**src/hdl/power_ctrl_pkg.sv**
```systemverilog
// Constants for the regulator and power mode controller: register map,
// field positions, reset values, rail levels and timing counts.
// Assumes a 100 MHz pclk and an APB master with 32-bit data.

package power_ctrl_pkg;

	// ---------------------------------------------------------------
	// Register map
	// ---------------------------------------------------------------
	// Printed offsets are not all multiples of four: index times four
	localparam logic [7:0] IDX_CHIP_STATUS  = 8'h00;
	localparam logic [7:0] IDX_REGULATOR    = 8'h0b;
	localparam logic [7:0] IDX_POWER_STATUS = 8'h10;
	localparam logic [7:0] ADDR_CHIP_STATUS  = 8'(IDX_CHIP_STATUS * 4);
	localparam logic [7:0] ADDR_REGULATOR    = 8'(IDX_REGULATOR * 4);
	localparam logic [7:0] ADDR_POWER_STATUS = 8'(IDX_POWER_STATUS * 4);

	// ---------------------------------------------------------------
	// Fields and reset values
	// ---------------------------------------------------------------
	localparam int SUPPLY_5V_BIT = 0;
	localparam int HALF_PWR_BIT  = 4;
	localparam int RF_ON_BIT     = 5;
	localparam int AUTO_BIT      = 7;
	localparam logic [7:0] CHIP_STATUS_RESET = 8'h01;
	localparam logic [7:0] REGULATOR_RESET   = 8'h87;

	// Status register fields
	localparam int ST_STATE_LSB = 0;
	localparam int ST_TX_BIT    = 3;
	localparam int ST_RX_BIT    = 4;
	localparam int ST_HALF_BIT  = 5;
	localparam int ST_BUSY_BIT  = 6;

	// ---------------------------------------------------------------
	// Rail levels in millivolts
	// ---------------------------------------------------------------
	localparam int MV_W = 13;
	localparam logic [12:0] DELTA_250_MV   = 13'h00fa;
	localparam logic [12:0] DELTA_350_MV   = 13'h015e;
	localparam logic [12:0] DELTA_400_MV   = 13'h0190;
	localparam logic [12:0] RF_CAP_MV      = 13'h1388;
	localparam logic [12:0] AX_CAP_MV      = 13'h0d48;
	localparam logic [12:0] RF_MAN_BASE_MV = 13'h10cc;
	localparam logic [12:0] LO_MAN_BASE_MV = 13'h0a8c;
	localparam logic [12:0] STEP_MV        = 13'h0064;

	// ---------------------------------------------------------------
	// Timing
	// ---------------------------------------------------------------
	localparam int CLK_MHZ           = 100;
	localparam int MODE_CHANGE_US    = 25;
	localparam int MODE_CHANGE_CYC   = MODE_CHANGE_US * CLK_MHZ;
	localparam int WAKE_WINDOW_US    = 100;
	localparam int WAKE_WINDOW_CYC   = WAKE_WINDOW_US * CLK_MHZ;
	localparam int STARTUP_CYC_DEF   = 1000;
	localparam int CNT_W             = 16;

endpackage : power_ctrl_pkg

```
**src/hdl/setpoint_if.sv**
```systemverilog
// Bundle between the controller and its rail setpoint calculator.
// Assumes both ends sit in the pclk domain; the calculator is combinational.

`timescale 1ns/100ps
`default_nettype none

interface setpoint_if;
	logic        auto_mode;
	logic        supply_3v;
	logic [2:0]  code;
	logic [12:0] vin_mv;
	logic [12:0] rf_mv;
	logic [12:0] ax_mv;

	modport ctrl (output auto_mode, output supply_3v, output code, output vin_mv,
		input rf_mv, input ax_mv);
	modport calc (input auto_mode, input supply_3v, input code, input vin_mv,
		output rf_mv, output ax_mv);
endinterface : setpoint_if

`default_nettype wire

```
**src/hdl/rail_setpoint.sv**
```systemverilog
// Rail target calculator for the three supply regulators.
// Assumes the caller holds the input rail sample steady between adjustments.

`timescale 1ns/100ps
`default_nettype none

module rail_setpoint (
	setpoint_if.calc sp
);

	// ---------------------------------------------------------------
	// Automatic mode targets
	// ---------------------------------------------------------------
	// Low two bits pick the drop below the input rail
	wire [12:0] delta_mv = (sp.code[1:0] == 2'b11) ? power_ctrl_pkg::DELTA_250_MV :
		(sp.code[1:0] == 2'b10) ? power_ctrl_pkg::DELTA_350_MV :
		power_ctrl_pkg::DELTA_400_MV;
	// Floor at zero so a dead input rail cannot wrap to a large target
	wire [12:0] auto_raw = (sp.vin_mv > delta_mv) ? sp.vin_mv - delta_mv : 13'h0000;
	wire [12:0] auto_rf  = (auto_raw > power_ctrl_pkg::RF_CAP_MV) ?
		power_ctrl_pkg::RF_CAP_MV : auto_raw;
	wire [12:0] auto_ax  = (auto_raw > power_ctrl_pkg::AX_CAP_MV) ?
		power_ctrl_pkg::AX_CAP_MV : auto_raw;

	// ---------------------------------------------------------------
	// Manual mode targets
	// ---------------------------------------------------------------
	wire [12:0] step_sum = 13'(sp.code) * power_ctrl_pkg::STEP_MV;
	wire [12:0] man_rf5  = power_ctrl_pkg::RF_MAN_BASE_MV + step_sum;
	wire [12:0] man_lo   = power_ctrl_pkg::LO_MAN_BASE_MV + step_sum;

	// Output selection
	assign sp.rf_mv = sp.auto_mode ? auto_rf : (sp.supply_3v ? man_lo : man_rf5);
	assign sp.ax_mv = sp.auto_mode ? auto_ax :
		(sp.supply_3v ? man_lo : power_ctrl_pkg::AX_CAP_MV);

endmodule : rail_setpoint

`default_nettype wire

```
**src/hdl/power_mode_ctrl.sv**
```systemverilog
// Regulator and power mode controller: APB register file, power state
// machine, automatic regulator adjustment and transceiver mode switching.
// Assumes enable pins and the input rail reading are synchronous to pclk.
//
// Local design decision: register access over APB.

`timescale 1ns/100ps
`default_nettype none

// Notes on behaviour
// - After reset all regulators are in automatic mode and the auto bit reads one.
// - An automatic adjustment runs when main enable rises or software sets the auto bit.
// - Only a zero-to-one change of the auto bit starts an adjustment, not a repeated one.
// - Automatic targets sit 250 mV under the input rail at the reset code, capped at 5 V RF and 3.4 V others.
// - In automatic mode the two low bits pick a 250, 350 or 400 mV drop; bits 6..2 ignored.
// - Manual 5 V mode sets the RF rail 4.3 V to 5 V in 100 mV steps, others at 3.4 V.
// - Manual 3 V mode sets all rails together from 2.7 V to 3.4 V in 100 mV steps.
// - Bit 0 of chip status control selects 5 V (reset) or 3 V supply operation.
// - The power state follows main enable and the wake pin; chip status control bits set the transceiver mode.
// - With main enable high, regulators and oscillator run and the MCU clock is given.
// - Codes 21/20 give full power and 31/30 half power, each change taking about 25 us.
// - After a wake-pin start, main enable must rise within 100 us or power goes down.
module power_mode_ctrl #(
	parameter int WAKE_WINDOW_CYCLES = power_ctrl_pkg::WAKE_WINDOW_CYC,
	parameter int STARTUP_CYCLES     = power_ctrl_pkg::STARTUP_CYC_DEF
) (
	input  wire logic        pclk,
	input  wire logic        presetn,
	input  wire logic        clk_en,
	input  wire logic        psel,
	input  wire logic        penable,
	input  wire logic        pwrite,
	input  wire logic [7:0]  paddr,
	input  wire logic [31:0] pwdata,
	output var  logic [31:0] prdata,
	output var  logic        pready,
	output var  logic        pslverr,
	input  wire logic        main_enable,
	input  wire logic        secondary_wake_pin,
	input  wire logic [12:0] input_rail_mv,
	output var  logic        regulators_on,
	output var  logic        digital_rail_on,
	output var  logic        oscillator_on,
	output var  logic        mcu_clock_output_fast,
	output var  logic        mcu_clock_output_aux,
	output var  logic [12:0] rf_supply_rail_mv,
	output var  logic [12:0] analog_rail_mv,
	output var  logic [12:0] digital_rail_mv,
	output var  logic        transmitter_on,
	output var  logic        receiver_on,
	output var  logic        half_power
);

	// ---------------------------------------------------------------
	// Elaboration checks
	// ---------------------------------------------------------------
	generate
		if (WAKE_WINDOW_CYCLES < 1 || WAKE_WINDOW_CYCLES >= (1 << power_ctrl_pkg::CNT_W)) begin : g_bad_wake
			$error("WAKE_WINDOW_CYCLES out of counter range");
		end
		if (STARTUP_CYCLES < 1 || STARTUP_CYCLES >= (1 << power_ctrl_pkg::CNT_W)) begin : g_bad_start
			$error("STARTUP_CYCLES out of counter range");
		end
	endgenerate

	typedef enum logic [2:0] {
		ST_POWER_DOWN,
		ST_SLEEP,
		ST_STARTUP,
		ST_WAKE_WAIT,
		ST_ACTIVE
	} power_state_t;

	typedef enum logic [1:0] {
		MODE_IDLE,
		MODE_FULL,
		MODE_HALF
	} rf_mode_t;

	localparam logic [15:0] WAKE_LAST  = 16'(WAKE_WINDOW_CYCLES - 1);
	localparam logic [15:0] START_LAST = 16'(STARTUP_CYCLES - 1);
	localparam logic [15:0] MODE_LAST  = 16'(power_ctrl_pkg::MODE_CHANGE_CYC - 1);

	// ---------------------------------------------------------------
	// State
	// ---------------------------------------------------------------
	logic [7:0]   chip_status_reg;
	logic [7:0]   regulator_reg;
	power_state_t state_reg;
	power_state_t state_next;
	logic [15:0]  state_cnt_reg;
	logic         woke_by_pin_reg;
	logic         main_en_prev_reg;
	logic         wake_prev_reg;
	logic [12:0]  vin_hold_reg;
	rf_mode_t     mode_applied_reg;
	rf_mode_t     mode_target_reg;
	logic [15:0]  mode_cnt_reg;

	setpoint_if sp ();

	rail_setpoint u_setpoint (
		.sp (sp)
	);

	// ---------------------------------------------------------------
	// APB decode
	// ---------------------------------------------------------------
	// Setup phase loads read data and pready so the access phase is one cycle
	wire        setup_phase = psel & ~penable;
	wire        access_done = psel & penable & pready;
	wire        hit_chip    = (paddr == power_ctrl_pkg::ADDR_CHIP_STATUS);
	wire        hit_reg     = (paddr == power_ctrl_pkg::ADDR_REGULATOR);
	wire        hit_stat    = (paddr == power_ctrl_pkg::ADDR_POWER_STATUS);
	wire        hit_any     = hit_chip | hit_reg | hit_stat;
	// Status register is read-only, so a write to it is an error too
	wire        bad_access  = ~hit_any | (pwrite & hit_stat);
	wire        wr_chip     = access_done & pwrite & hit_chip;
	wire        wr_reg      = access_done & pwrite & hit_reg;
	wire [7:0]  status_val  = {1'b0, (mode_target_reg != mode_applied_reg),
		half_power, receiver_on, transmitter_on, state_reg};
	wire [31:0] read_mux    = hit_chip ? {24'h000000, chip_status_reg} :
		hit_reg ? {24'h000000, regulator_reg} :
		hit_stat ? {24'h000000, status_val} : 32'h00000000;

	// ---------------------------------------------------------------
	// Adjustment triggers
	// ---------------------------------------------------------------
	wire main_en_rise = main_enable & ~main_en_prev_reg;
	wire wake_rise    = secondary_wake_pin & ~wake_prev_reg;
	// A write of one over an existing one leaves the bit as is and starts nothing
	wire auto_rise    = wr_reg & pwdata[power_ctrl_pkg::AUTO_BIT]
		& ~regulator_reg[power_ctrl_pkg::AUTO_BIT];
	wire adjust_start = main_en_rise | auto_rise;

	// Calculator inputs
	assign sp.auto_mode = regulator_reg[power_ctrl_pkg::AUTO_BIT];
	assign sp.supply_3v = ~chip_status_reg[power_ctrl_pkg::SUPPLY_5V_BIT];
	assign sp.code      = regulator_reg[2:0];
	assign sp.vin_mv    = vin_hold_reg;

	// ---------------------------------------------------------------
	// Power state machine
	// ---------------------------------------------------------------
	wire cnt_start_done = (state_cnt_reg == START_LAST);
	wire cnt_wake_done  = (state_cnt_reg == WAKE_LAST);
	wire powered        = (state_reg != ST_POWER_DOWN) && (state_reg != ST_SLEEP);
	wire crystal_clk    = (state_reg == ST_ACTIVE) || (state_reg == ST_WAKE_WAIT);

	// Next state from pins; chip status bits steer the mode once active
	always_comb begin
		state_next = state_reg;
		unique case (state_reg)
			ST_POWER_DOWN: begin
				if (main_enable || wake_rise)
					state_next = ST_STARTUP;
				else if (secondary_wake_pin)
					state_next = ST_SLEEP;
			end
			ST_SLEEP: begin
				if (main_enable)
					state_next = ST_STARTUP;
				else if (!secondary_wake_pin)
					state_next = ST_POWER_DOWN;
			end
			ST_STARTUP: begin
				if (!main_enable && !woke_by_pin_reg)
					state_next = secondary_wake_pin ? ST_SLEEP : ST_POWER_DOWN;
				else if (cnt_start_done)
					state_next = main_enable ? ST_ACTIVE : ST_WAKE_WAIT;
			end
			ST_WAKE_WAIT: begin
				if (main_enable)
					state_next = ST_ACTIVE;
				else if (cnt_wake_done)
					state_next = ST_POWER_DOWN;
			end
			ST_ACTIVE: begin
				if (!main_enable)
					state_next = secondary_wake_pin ? ST_SLEEP : ST_POWER_DOWN;
			end
		endcase
	end

	// Requested transceiver mode from the chip status control bits
	wire      rf_on_bit = chip_status_reg[power_ctrl_pkg::RF_ON_BIT];
	wire      half_bit  = chip_status_reg[power_ctrl_pkg::HALF_PWR_BIT];
	rf_mode_t mode_req;
	assign mode_req = (state_reg != ST_ACTIVE || !rf_on_bit) ? MODE_IDLE :
		(half_bit ? MODE_HALF : MODE_FULL);

	// ---------------------------------------------------------------
	// Registers
	// ---------------------------------------------------------------
	// Software registers; reset leaves automatic mode and the 5 V supply
	always_ff @(posedge pclk or negedge presetn) begin
		if (!presetn) begin
			chip_status_reg <= power_ctrl_pkg::CHIP_STATUS_RESET;
			regulator_reg   <= power_ctrl_pkg::REGULATOR_RESET;
		end else if (clk_en) begin
			if (wr_chip)
				chip_status_reg <= pwdata[7:0];
			if (wr_reg)
				regulator_reg <= pwdata[7:0];
		end
	end

	// Bus answer, loaded in setup so every output is a flop
	always_ff @(posedge pclk or negedge presetn) begin
		if (!presetn) begin
			prdata  <= 32'h00000000;
			pready  <= 1'b0;
			pslverr <= 1'b0;
		end else if (clk_en) begin
			pready  <= setup_phase;
			pslverr <= setup_phase & bad_access;
			prdata  <= (setup_phase && !pwrite) ? read_mux : 32'h00000000;
		end
	end

	// State, its counter and edge history
	always_ff @(posedge pclk or negedge presetn) begin
		if (!presetn) begin
			state_reg        <= ST_POWER_DOWN;
			state_cnt_reg    <= 16'h0000;
			woke_by_pin_reg  <= 1'b0;
			main_en_prev_reg <= 1'b0;
			wake_prev_reg    <= 1'b0;
		end else if (clk_en) begin
			state_reg        <= state_next;
			state_cnt_reg    <= (state_next != state_reg) ? 16'h0000 : state_cnt_reg + 16'h0001;
			main_en_prev_reg <= main_enable;
			wake_prev_reg    <= secondary_wake_pin;
			if (state_reg == ST_POWER_DOWN)
				woke_by_pin_reg <= wake_rise & ~main_enable;
		end
	end

	// Input rail sampled once per adjustment; the sample holds until the next one
	always_ff @(posedge pclk or negedge presetn) begin
		if (!presetn)
			vin_hold_reg <= 13'h0000;
		else if (clk_en && adjust_start)
			vin_hold_reg <= input_rail_mv;
	end

	// Mode changes settle over a fixed delay; leaving active is at once
	always_ff @(posedge pclk or negedge presetn) begin
		if (!presetn) begin
			mode_applied_reg <= MODE_IDLE;
			mode_target_reg  <= MODE_IDLE;
			mode_cnt_reg     <= 16'h0000;
		end else if (clk_en) begin
			if (state_next != ST_ACTIVE) begin
				mode_target_reg  <= MODE_IDLE;
				mode_applied_reg <= MODE_IDLE;
			end else if (mode_req != mode_target_reg) begin
				mode_target_reg <= mode_req;
				mode_cnt_reg    <= 16'h0000;
			end else if (mode_target_reg != mode_applied_reg) begin
				if (mode_cnt_reg == MODE_LAST)
					mode_applied_reg <= mode_target_reg;
				else
					mode_cnt_reg <= mode_cnt_reg + 16'h0001;
			end
		end
	end

	// ---------------------------------------------------------------
	// Outputs
	// ---------------------------------------------------------------
	// Rails read zero while unpowered; digital rail also lives in sleep
	always_ff @(posedge pclk or negedge presetn) begin
		if (!presetn) begin
			regulators_on         <= 1'b0;
			digital_rail_on       <= 1'b0;
			oscillator_on         <= 1'b0;
			mcu_clock_output_fast <= 1'b0;
			mcu_clock_output_aux  <= 1'b0;
			rf_supply_rail_mv     <= 13'h0000;
			analog_rail_mv        <= 13'h0000;
			digital_rail_mv       <= 13'h0000;
			transmitter_on        <= 1'b0;
			receiver_on           <= 1'b0;
			half_power            <= 1'b0;
		end else if (clk_en) begin
			regulators_on         <= powered;
			digital_rail_on       <= state_reg != ST_POWER_DOWN;
			oscillator_on         <= powered;
			mcu_clock_output_fast <= crystal_clk;
			mcu_clock_output_aux  <= (state_reg == ST_SLEEP) || (state_reg == ST_STARTUP);
			rf_supply_rail_mv     <= powered ? sp.rf_mv : 13'h0000;
			analog_rail_mv        <= powered ? sp.ax_mv : 13'h0000;
			digital_rail_mv       <= (state_reg != ST_POWER_DOWN) ? sp.ax_mv : 13'h0000;
			transmitter_on        <= mode_applied_reg != MODE_IDLE;
			receiver_on           <= mode_applied_reg != MODE_IDLE;
			half_power            <= mode_applied_reg == MODE_HALF;
		end
	end

endmodule : power_mode_ctrl

`default_nettype wire

```
**config.mk**
```make
export PLATFORM = sky130hd
export DESIGN_NAME = power_mode_ctrl
export DESIGN_NICKNAME = d
export VERILOG_FILES = /design/src/hdl/power_ctrl_pkg.sv /design/src/hdl/setpoint_if.sv /design/src/hdl/rail_setpoint.sv /design/src/hdl/power_mode_ctrl.sv
export SDC_FILE = /design/constraint.sdc
export NUM_CORES = 1
export LEC_CHECK = 0
export ABC_CLOCK_PERIOD_IN_PS = 12600
export BUFFER_PORTS_ARGS = -buffer_cell sky130_fd_sc_hd__buf_2
export CORE_UTILIZATION = 58
export CTS_CLUSTER_SIZE = 10
export DETAILED_ROUTE_END_ITERATION = 10
export GPL_TIMING_DRIVEN = 1
export MAX_ROUTING_LAYER = met4
export PLACE_DENSITY = 0.82
export SLEW_MARGIN = 20
export SYNTH_ARGS = -nofsm -noshare
export SYNTH_HDL_FRONTEND = slang
export SYNTH_SLANG_ARGS = --single-unit
```
**constraint.sdc**
```tcl
create_clock -name pclk -period 12.6 [get_ports pclk]
set_clock_uncertainty 0.05 [all_clocks]
set_input_delay 2.52 -clock pclk [delete_from_list [all_inputs] [get_ports pclk]]
set_output_delay 2.52 -clock pclk [all_outputs]
set_load 0.1 [all_outputs]
```
======== Word-level counts from Yosys, hierarchy flattened ========
Index checks and enable logic that the tools add are counted.
word-level totals
  flip-flop bits (word level) ............. 150
  input bits .............................. 61
  output and inout bits ................... 81
  logic and storage cells ................. 142
cells by class
  add/subtract/negate cells ............... 5
  $mul .................................... 1
  magnitude comparators ................... 3
  equality and inequality tests ........... 20
  multiplexer cells ....................... 40
  bitwise gates (word level) .............. 24
  reduce and logical (&&, ||, !) cells .... 26
operator list
  operator                                               count
  2-to-1 mux 13 bit                                      11
  2-to-1 mux 16 bit                                      4
  adder 16 x 1 -> 16 bit, second input constant          2
  2-to-1 mux 8 bit                                       4
  2-to-1 mux 3 bit                                       10
  equality test 16 x 10 -> 1 bit, second input constant  1
  equality test 16 x 12 -> 1 bit, second input constant  1
  equality test 16 x 14 -> 1 bit, second input constant  1
  2-to-1 mux 2 bit                                       8
  case mux 3 bit (5 select lines)                        1
  adder 12 x 10 -> 13 bit, first input constant          1
  adder 13 x 10 -> 13 bit, first input constant          1
  bitwise AND 1 bit                                      13
  > comparator 13 x 12 -> 1 bit, second input constant   1
  > comparator 13 bit                                    1
  > comparator 13 bit, second input constant             1
  subtractor 13 bit                                      1
  nonzero test 2 bit                                     5
  equality test 8 x 6 -> 1 bit, second input constant    1
  equality test 8 x 7 -> 1 bit, second input constant    1
  zero test 8 bit                                        1
  multiplier 3 x 5 -> 8 bit, second input constant       1
  AND reduction 2 bit                                    4
  AND reduction 4 bit                                    2
  other kinds (18)                                       42

======== Longest topological paths before layout ========
Gate-level depths: netlist of run 1.
  depth after elaboration ................. 9
  mapped depth ............................ 17
  mapped depth without buffers ............ 14

======== Hierarchy ========
Synthesis of run 1 repeated with hierarchy kept, for this count alone.
second synthesis, totals
  cells, all modules ...................... 773
  area, all modules ....................... 7659.8 um^2
modules (own cells, without submodules)
  module           instances  cells each  area each (um^2)  sequential area each (um^2)
  power_mode_ctrl  1          550         6085.8            3159.3
  rail_setpoint    1          223         1574.0            0.0

======== Worst setup path after synthesis of run 1 ========
OpenSTA, ideal clock, no wires.
  path type ............................... input -> register
  from .................................... input port paddr[1]
  to ...................................... register vin_hold_reg[10] (netlist: sp.vin_mv[10])
  setup time .............................. 125 ps
  data arrival time ....................... 4844 ps
  required time ........................... 12425 ps
  setup slack ............................. 7581 ps
  stages .................................. 6
  path buffers ............................ 1
  cell sequence ........................... or4_1 -> nor2_1 -> nand4_1 -> o21ai_2 -> buf_2 -> mux2_2
between the ends
  word-level cells in the longest chain between the ends .. 6
ends and longest elaborated chain
  what                          line                    source
  start: declaration            power_mode_ctrl.sv:33   input wire logic [7:0] paddr,
  equality test 8 x 6 -> 1 bit  power_mode_ctrl.sv:113  wire hit_reg = (paddr == power_ctrl_pkg::ADDR_REGULATOR);
  bitwise AND 1 bit             power_mode_ctrl.sv:119  wire wr_reg = access_done & pwrite & hit_reg;
  bitwise AND 1 bit             power_mode_ctrl.sv:132  wire auto_rise = wr_reg & pwdata[power_ctrl_pkg::AUTO_BIT]
  bitwise AND 1 bit             power_mode_ctrl.sv:133  & ~regulator_reg[power_ctrl_pkg::AUTO_BIT];
  OR 1 bit                      power_mode_ctrl.sv:134  wire adjust_start = main_en_rise | auto_rise;
  logical AND 1 bit             power_mode_ctrl.sv:243  else if (clk_en && adjust_start)
  end signal: assignment        power_mode_ctrl.sv:244  vin_hold_reg <= input_rail_mv;
  end: declaration              power_mode_ctrl.sv:95   logic [12:0] vin_hold_reg;
No other way between the ends.
A chain may end at the register's enable or synchronous reset.

======== Worst setup path in the final report of run 1 ========
  from .................................... register regulator_reg[0]
  to ...................................... register analog_rail_mv[11]
between the ends
  word-level cells in the longest chain between the ends .. 9
  elaborated cells between the ends (all ways) .. 14
  classes of those cells .................. add/sub (2); mul (1); order compare (2); eq/ne (2); mux (7)
ends and longest elaborated chain
  what                                                      line                    source
  start: declaration                                        power_mode_ctrl.sv:88   logic [7:0] regulator_reg;
  start signal: assignment                                  power_mode_ctrl.sv:199  regulator_reg <= power_ctrl_pkg::REGULATOR_RESET;
  start signal: assignment                                  power_mode_ctrl.sv:204  regulator_reg <= pwdata[7:0];
  equality test 2 bit                                       rail_setpoint.sv:16     (sp.code[1:0] == 2'b10) ? power_ctrl_pkg::DELTA_350_MV :
  2-to-1 mux 8 bit                                          rail_setpoint.sv:16
  2-to-1 mux 13 bit                                         rail_setpoint.sv:15     wire [12:0] delta_mv = (sp.code[1:0] == 2'b11) ? power_ctrl_pkg::DELTA_250_MV :
  subtractor 13 bit or > comparator 13 bit (tied branches)  rail_setpoint.sv:19     wire [12:0] auto_raw = (sp.vin_mv > delta_mv) ? sp.vin_mv - delta_mv : 13'h0000;
  2-to-1 mux 13 bit                                         rail_setpoint.sv:19
  > comparator 13 x 12 -> 1 bit                             rail_setpoint.sv:22     wire [12:0] auto_ax = (auto_raw > power_ctrl_pkg::AX_CAP_MV) ?
  2-to-1 mux 13 bit                                         rail_setpoint.sv:22
  2-to-1 mux 13 bit (*)                                     rail_setpoint.sv:34     assign sp.ax_mv = sp.auto_mode ? auto_ax :
  2-to-1 mux 13 bit (*)                                     power_mode_ctrl.sv:293  analog_rail_mv <= powered ? sp.ax_mv : 13'h0000;
  end signal: assignment                                    power_mode_ctrl.sv:293
  end: declaration                                          power_mode_ctrl.sv:47   output var logic [12:0] analog_rail_mv,
Every way passes the cells marked *; elsewhere a longest branch is shown, timed or not.

==> results by group, run 1 <==
Place
  – Routability Congestion: 1.02
  – I/O Buffers: 93
  – Final HPWL from detailed placement: 14,400 µm

Timing
  – Hold Fails Final Rpt: 0
  – Unrepaired setup endpoints after global routing: no
  – Final count of pins violating max slew: 0
  – Worst Tran Pin Value: 1.03 ns
  – Setup Viol. Count Final: 0
  – Fmax: 0.190 GHz
  – Crit share post-route: 0.418
  – Min Hold Slack: 0.426 ns
  – Slew HR: 0.317
  – Minimum clock period: 5.27 ns
  – Setup_tns: 0 ns

Setup path
  – CP Launch Type: flop
  – Crit-path max FO: 13
  – Setup CP Type: flop to flop
  – Critical Path AT: 5.51 ns
  – RR Startpoint: regulator_reg[0]
  – Critical Path Source: regulator_reg[0]
  – CP endpoint kind: flop
  – WP data required: 12.85 ns

Detailed routing
  – Vias: 7,012
  – Vias/cell: 6.28
  – Detailed Routing Iterations Pass 1: 6
  – WL final: 20,800 µm
  – ANT nets after route: 0
  – Initial DRC Count: 629
  – Post-DR wirelength/cell: 18.6 µm
  – # DRC: 0

Finish
  – Leading cell types in the layout, fill and taps excluded: dfrtp_1 (121), buf_2 (92), nor2_1 (74), nand2_1 (58), o21ai_0 (49)
  – Layout cell share with drive strength beyond 1: 0.200
  – Most common cell after layout, fill and taps aside: dfrtp_1
  – Ant diodes: 0
  – P&R area growth vs syn: 12.9%
  – Layout fillers: 1,085
  – Final Net Count: 1,006

Floorplan
  – Die W: 120 µm
  – DIE AREA: 0.0143 mm²
  – IO Pins: 142
  – Initial cell density of the core: 0.600
  – Row cnt: 42
  – Core area: 0.0133 mm²
  – Die height: 120 µm

Clock network
  – CTS Buffer Depth: 2
  – Clk sink count: 126
  – Root Driver: clkbuf_16
  – Worst-Skew Late Latency: 0.43 ns
  – TritonCTS buffer count: 17
  – Postcts setup bufs: 0
  – Reg clk slew, reported paths: 0.06 ns
  – CTS hold repair buffers: 0
  – TritonCTS clock tree: done
  – Post-CTS Resized: 0
  – CTS HTree Levels: 4

Logic synthesis
  – Number of synthesized flops with an enable pin: 0
  – Synth area leader: dfrtp_1
  – Synthesized netlist cell count: 859
  – Post-synthesis sequential area ratio: 0.394
  – Cell Area, Synth: 0.00801 mm²
  – Yosys warning count: 0
  – Synth area leaders: dfrtp_1 (38%), mux2_2 (3.7%), nor2_1 (3.5%)
  – Synth cell types: 88
  – Post-synth top area share: 0.378
  – Synth Area per Inst: 9.33 µm²
  – Register bit total from synthesis: 126
  – Post-synth top flop: dfrtp_1
  – Post-synth ARST share: 1.00

Run
  – Max Cap Viol: 0

Power
  – Power per standard cell area: 167 mW/mm²
  – Leakage power: 4.02 nW
  – Combinational power share: 0.335
  – Clock share of power: 0.341
  – Switching pwr: 0.602 mW
  – Sw frac: 0.400
  – Worst vdd ir: 142 µV
  – Flop pwr share: 0.324
  – Pint: 0.905 mW

GRT
  – First-pass GRT wire length: 34,000 µm
  – Initial antenna violation count: 0
  – Total Routing Usage GR: 0.311
  – Final global-route overflow total: 0
  – Pin count of the biggest net entering global routing: 82
  – Number of global-route vias before repair: 6,571

Hold path
  – HP Class: flop to flop
  – Hold wc startpoint: digital_rail_on

Run status
  – Status: completed
==> synthesized netlist by cell type (all sizes together), types with 3 or more instances <==
| master | n |
|---|---|
| nand4 | 9 |
| nor4 | 12 |
| nand3 | 26 |
| a22o | 7 |
| a21o | 13 |
| o21bai | 4 |
| clkbuf | 34 |
| nand2 | 58 |
| xor2 | 9 |
| mux2 | 26 |
| o2111ai | 4 |
| o21a | 3 |
| a32o | 3 |
| inv | 36 |
| nor2b | 16 |
| or3 | 12 |
| o41ai | 5 |
| nor3b | 3 |
| ha | 16 |
| a21oi | 44 |
| or4 | 8 |
| dfstp | 5 |
| o31ai | 20 |
| nand2b | 6 |
| xnor2 | 22 |
| nor4b | 6 |
| and2 | 10 |
| buf | 37 |
| o21ai | 57 |
| nand3b | 7 |
| o211ai | 8 |
| and3 | 19 |
| mux2i | 7 |
| o32ai | 13 |
| a31oi | 7 |
| a211o | 5 |
| a2111oi | 9 |
| a211oi | 11 |
| or2 | 3 |
| nor3 | 16 |
| nor2 | 75 |
| dfrtp | 121 |
| o2bb2ai | 15 |
==> power groups by stage <==
stage / combinational, mW / clock [mW] / sequential (mW)
final: 0.505 / 0.514 / 0.488
after floorplan: 0.300 / 0 / 0.594
after detailed placement: 0.497 / 0 / 0.493
after global routing: 0.542 / 0.536 / 0.494
after CTS: 0.500 / 0.519 / 0.487
after global placement: 0.492 / 0 / 0.493
==> worst paths after layout <==
kind                                       to  slack, ns  depth (start not counted)
max reg2reg                analog_rail_mv[11]       7.33                         13
max in group asynchronous    state_cnt_reg[5]       9.33                          2
min in group asynchronous  chip_status_reg[7]       2.08                          1
min                           digital_rail_on       0.43                          1
min reg2reg                   digital_rail_on       0.43                          1
max                        analog_rail_mv[11]       7.33                         13
==> critical path, stage by stage, from the launching register on <==
cell and delay [ns]:
dfstp_2 0.66, inv_1 0.18, ha_1 0.43, nor2_4 0.29
inv_1 0.12, ha_1 0.23, fa_1 0.50, o21ai_0 0.67
a2111oi_0 0.25, nor3_1 0.66, a211oi_2 0.21, a21oi_1 0.34
o21ai_4 0.18, a221o_1 0.36
==> layer usage <==
metal	wire length (µm)	track usage	up-vias	part of all wire
met4	551	0.119	0	0.026
met5	0	-	-	0
met2	9130	0.449	342	0.44
li1	-	-	3265	-
met1	9350	0.425	3352	0.45
met3	1760	0.0722	53	0.085
==> logic make-up after synthesis <==
logic type / synth area share
adder cells (fa/ha/maj): 0.0287
buffers and inverters: 0.0676
multiplexers: 0.0453
AND/OR/NAND/NOR: 0.195
flip-flops: 0.394
AO/OA/AOI/OAI: 0.235
XOR/XNOR: 0.0339
other: 0.000468
==> final cells by class <==
class | count | area (µm²) | area share
Clock buffer | 23 | 488 | 0.0540
Timing Repair Buffer | 98 | 509 | 0.0563
Clock inverter | 9 | 133 | 0.0147
Tap cell | 176 | 220 | 0.0243
Inverter | 37 | 139 | 0.0154
Sequential cell | 126 | 3160 | 0.349
Multi-Input combinational cell | 648 | 4400 | 0.486
==> through the flow <==
stage	cells	worst slack [ns]	area [µm²]	power, mW	utilization
after floorplan	882	7.58	8100	0.895	-
after global placement	1085	6.90	8420	0.985	0.631
after detailed placement	1085	6.94	8420	0.991	0.631
after CTS	1117	7.36	9040	1.50	0.677
after global routing	1117	7.12	9040	1.57	0.678
final	1117	7.33	9040	1.51	0.678
(Power assumes the default switching activity.)
==> inputs of run 2 (changes only) <==
--- a/config.mk
+++ b/config.mk
@@ -5,14 +5,14 @@
 export SDC_FILE = /design/constraint.sdc
 export NUM_CORES = 1
 export LEC_CHECK = 0
-export ABC_CLOCK_PERIOD_IN_PS = 12600
+export ABC_CLOCK_PERIOD_IN_PS = 4400
 export BUFFER_PORTS_ARGS = -buffer_cell sky130_fd_sc_hd__buf_2
-export CORE_UTILIZATION = 58
+export CORE_UTILIZATION = 52
 export CTS_CLUSTER_SIZE = 10
 export DETAILED_ROUTE_END_ITERATION = 10
 export GPL_TIMING_DRIVEN = 1
 export MAX_ROUTING_LAYER = met4
-export PLACE_DENSITY = 0.82
+export PLACE_DENSITY = 0.78
 export SLEW_MARGIN = 20
 export SYNTH_ARGS = -nofsm -noshare
 export SYNTH_HDL_FRONTEND = slang
==> constraint.sdc (replaced) <==
create_clock -name pclk -period 4.4 [get_ports pclk]
set_clock_uncertainty 0.05 [all_clocks]
set_input_delay 0.88 -clock pclk [delete_from_list [all_inputs] [get_ports pclk]]
set_output_delay 0.88 -clock pclk [all_outputs]
set_load 0.1 [all_outputs]
==> run 2 against run 1 <==
Compared with the run above:
- clock-buffer cell count decreased by 2
- critical endpoint unchanged
- highest routed layer unchanged
- total power increased to 2.8 times the previous value
- clock power increased to 2.7 times the previous value
==> results by group, run 2 (synthesis results as in run 1) <==
Timing
  – Minimum clock period: 4.20 ns (was 5.27 ns)
  – Slew HR: 0.374 (was 0.317)
  – Post-route worst setup slack: 0.196 ns (was 7.33 ns)
  – Setup Viol. Count Final: 0 (unchanged)
  – Unrepaired setup endpoints after global routing: no (unchanged)
  – Setup_tns: 0 ns (unchanged)
  – Final count of pins violating max slew: 0 (unchanged)
  – Hold Fails Final Rpt: 0 (unchanged)
  – Fmax: 0.238 GHz (was 0.190 GHz)
  – Worst Tran Pin Value: 0.939 ns (was 1.03 ns)
  – Crit share post-route: 0.955 (was 0.418)

GRT
  – Initial antenna violation count: 0 (unchanged)
  – First-pass GRT wire length: 34,600 µm (was 34,000 µm)
  – Total Routing Usage GR: 0.286 (was 0.311)
  – Number of global-route vias before repair: 6,608 (was 6,571)
  – Met3 Use GR: 0.0671 (was 0.0722)
  – GRT Max-Usage Layer: met2 (unchanged)
  – Pin count of the biggest net entering global routing: 71 (was 82)
  – Final global-route overflow total: 0 (unchanged)
  – Routing usage on met1: 0.386 (was 0.425)
  – Met2 Usage GRT: 0.412 (was 0.449)

Setup path
  – Flop-to-flop setup slack: 0.20 ns (was 7.33 ns)
  – Crit path cell chain: inv_1 -> ha_1 -> nor2_4 -> inv_1 -> ha_1 -> fa_1 -> inv_1 -> o211ai_1 -> a311o_1 -> or4_1 -> nor3_2 -> nor4b_4 -> buf_4 -> o21ai_4 -> a221o_1 (was inv_1 -> ha_1 -> nor2_4 -> inv_1 -> ha_1 -> fa_1 -> o21ai_0 -> a2111oi_0 -> nor3_1 -> a211oi_2 -> a21oi_1 -> o21ai_4 -> a221o_1)
  – R2R cell count: 15 (was 13)
  – Setup CP Type: flop to flop (unchanged)
  – Delay of the slowest critical-path stage: 0.57 ns (was 0.67 ns)
  – CP Launch Type: flop (unchanged)
  – Reg2reg end: analog_rail_mv[11] (unchanged)
  – Critical Path AT: 4.46 ns (was 5.51 ns)
  – RR Startpoint: regulator_reg[0] (unchanged)
  – Crit-path most repeated cell: inv_1
  – Critical Path Source: regulator_reg[0] (unchanged)
  – CP endpoint kind: flop (unchanged)
  – Crit path to: analog_rail_mv[11] (unchanged)
  – WP data required: 4.65 ns (was 12.85 ns)
  – Slowest CP cell: dfstp_2 (was o21ai_0)
  – Crit-path max FO: 9 (was 13)

Detailed routing
  – Initial DRC Count: 606 (was 629)
  – Detailed Routing Iterations Pass 1: 8 (was 6)
  – Vias: 7,107 (was 7,012)
  – # DRC: 0 (unchanged)
  – WL final: 21,300 µm (was 20,800 µm)
  – ANT nets after route: 0 (unchanged)
  – Post-DR wirelength/cell: 18.7 µm (was 18.6 µm)
  – Vias/cell: 6.23 (was 6.28)

Power
  – Sw frac: 0.419 (was 0.400)
  – Clock share of power: 0.323 (was 0.341)
  – Leakage power: 4.07 nW (was 4.02 nW)
  – Pint: 2.48 mW (was 0.905 mW)
  – Worst vdd ir: 300 µV (was 142 µV)
  – Flop pwr share: 0.330 (was 0.324)
  – Power per standard cell area: 467 mW/mm² (was 167 mW/mm²)
  – Combinational power share: 0.348 (was 0.335)
  – Switching pwr: 1.79 mW (was 0.602 mW)

Finish
  – Non-filler cells, final: 1,141 (was 1,117)
  – Leading cell types in the layout, fill and taps excluded: dfrtp_1 (121), buf_2 (92), nor2_1 (74), nand2_1 (58), o21ai_0 (49) (unchanged)
  – Most common cell after layout, fill and taps aside: dfrtp_1 (unchanged)
  – Final Net Count: 1,022 (was 1,006)
  – Layout cell share with drive strength beyond 1: 0.215 (was 0.200)
  – Ant diodes: 0 (unchanged)
  – P&R area growth vs syn: 14.1% (was 12.9%)

Run status
  – Status: completed (unchanged)

Place
  – Routability Congestion: 0.953 (was 1.02)
  – I/O Buffers: 93 (unchanged)
  – Placed Cells incl. Taps: 1,108 (was 1,085)
  – Final HPWL from detailed placement: 15,000 µm (was 14,400 µm)
  – Dpl ws: 0.175 ns (was 6.94 ns)

Clock network
  – CTS HTree Levels: 4 (unchanged)
  – CTS hold repair buffers: 0 (unchanged)
  – TritonCTS buffer count: 17 (unchanged)
  – Reg clk slew, reported paths: 0.06 ns (about the same)
  – Clk sink count: 126 (unchanged)
  – Root Driver: clkbuf_16 (unchanged)
  – Worst-Skew Late Latency: 0.42 ns (was 0.43 ns)
  – CTS Buffer Depth: 2 (unchanged)
  – TritonCTS clock tree: done (unchanged)

Floorplan
  – Initial cell density of the core: 0.543 (was 0.600)
  – Core area: 0.0148 mm² (was 0.0133 mm²)
  – Row cnt: 44 (was 42)
  – DIE AREA: 0.0159 mm² (was 0.0143 mm²)
  – IO Pins: 142 (unchanged)
  – Die height: 126 µm (was 120 µm)
  – Die W: 126 µm (was 120 µm)

Hold path
  – HP Class: flop to flop (unchanged)

Run
  – Max Cap Viol: 0 (unchanged)
## run 2: worst min-delay path by stage
stage,from,end,slack [ns],cells past startpoint
6_report,digital_rail_on,digital_rail_on,0.42,1
5_1_grt,digital_rail_on,digital_rail_on,0.45,1
4_1_cts,digital_rail_on,digital_rail_on,0.43,1
3_5_place_dp,digital_rail_on,digital_rail_on,0.42,1
3_3_place_gp,analog_rail_mv[9],analog_rail_mv[9],0.41,1
2_1_floorplan,mode_cnt_reg[15],mode_cnt_reg[15],0.40,1
## run 2: power groups by stage
stage	sequential [mW]	combinational, mW	clock [mW]
3_5_place_dp	1.42	1.46	0
4_1_cts	1.40	1.46	1.39
3_3_place_gp	1.42	1.43	0
2_1_floorplan	1.70	0.860	0
5_1_grt	1.42	1.58	1.45
6_report	1.41	1.48	1.38
## run 2: stage by stage
stage / instance area [µm²] / hold slack, ns / utilization / total power, mW
after global routing: 9140 / 0.453 / 0.620 / 4.45
after CTS: 9130 / 0.429 / 0.619 / 4.26
after floorplan: 8100 / 0.397 / - / 2.56
after detailed placement: 8550 / 0.416 / 0.580 / 2.88
after global placement: 8550 / 0.407 / 0.580 / 2.85
final: 9140 / 0.425 / 0.620 / 4.27
## run 2: critical path, delay by kind of cell (launching register included)
kind                     cells  cell delay [ns]
AND/OR/NAND/NOR              4             1.00
AO/OA/AOI/OAI                4             0.98
adder cells (fa/ha/maj)      3             0.94
flip-flops                   1             0.57
buffers and inverters        4             0.53
## run 2: area by class of cell
cell class / count / area, µm²
clock buffers: 21 / 470
clock inverters: 11 / 105
fillers: 1250 / 5610
inverters: 37 / 139
multi-input cells: 648 / 4400
flip-flops and latches: 126 / 3160
well taps: 184 / 230
repair buffers: 114 / 638
## run 2: timing repair
item / in CTS / in global routing
gates resized for setup: 0 / 2
buffers inserted: 0 / 1
setup endpoints to repair: 0 / 17
## run 2: layer usage
layer,vias to the layer above,wire length [µm]
li1,3299,-
met1,3422,9600
met2,333,9410
met3,53,1700
met4,0,581
met5,-,0
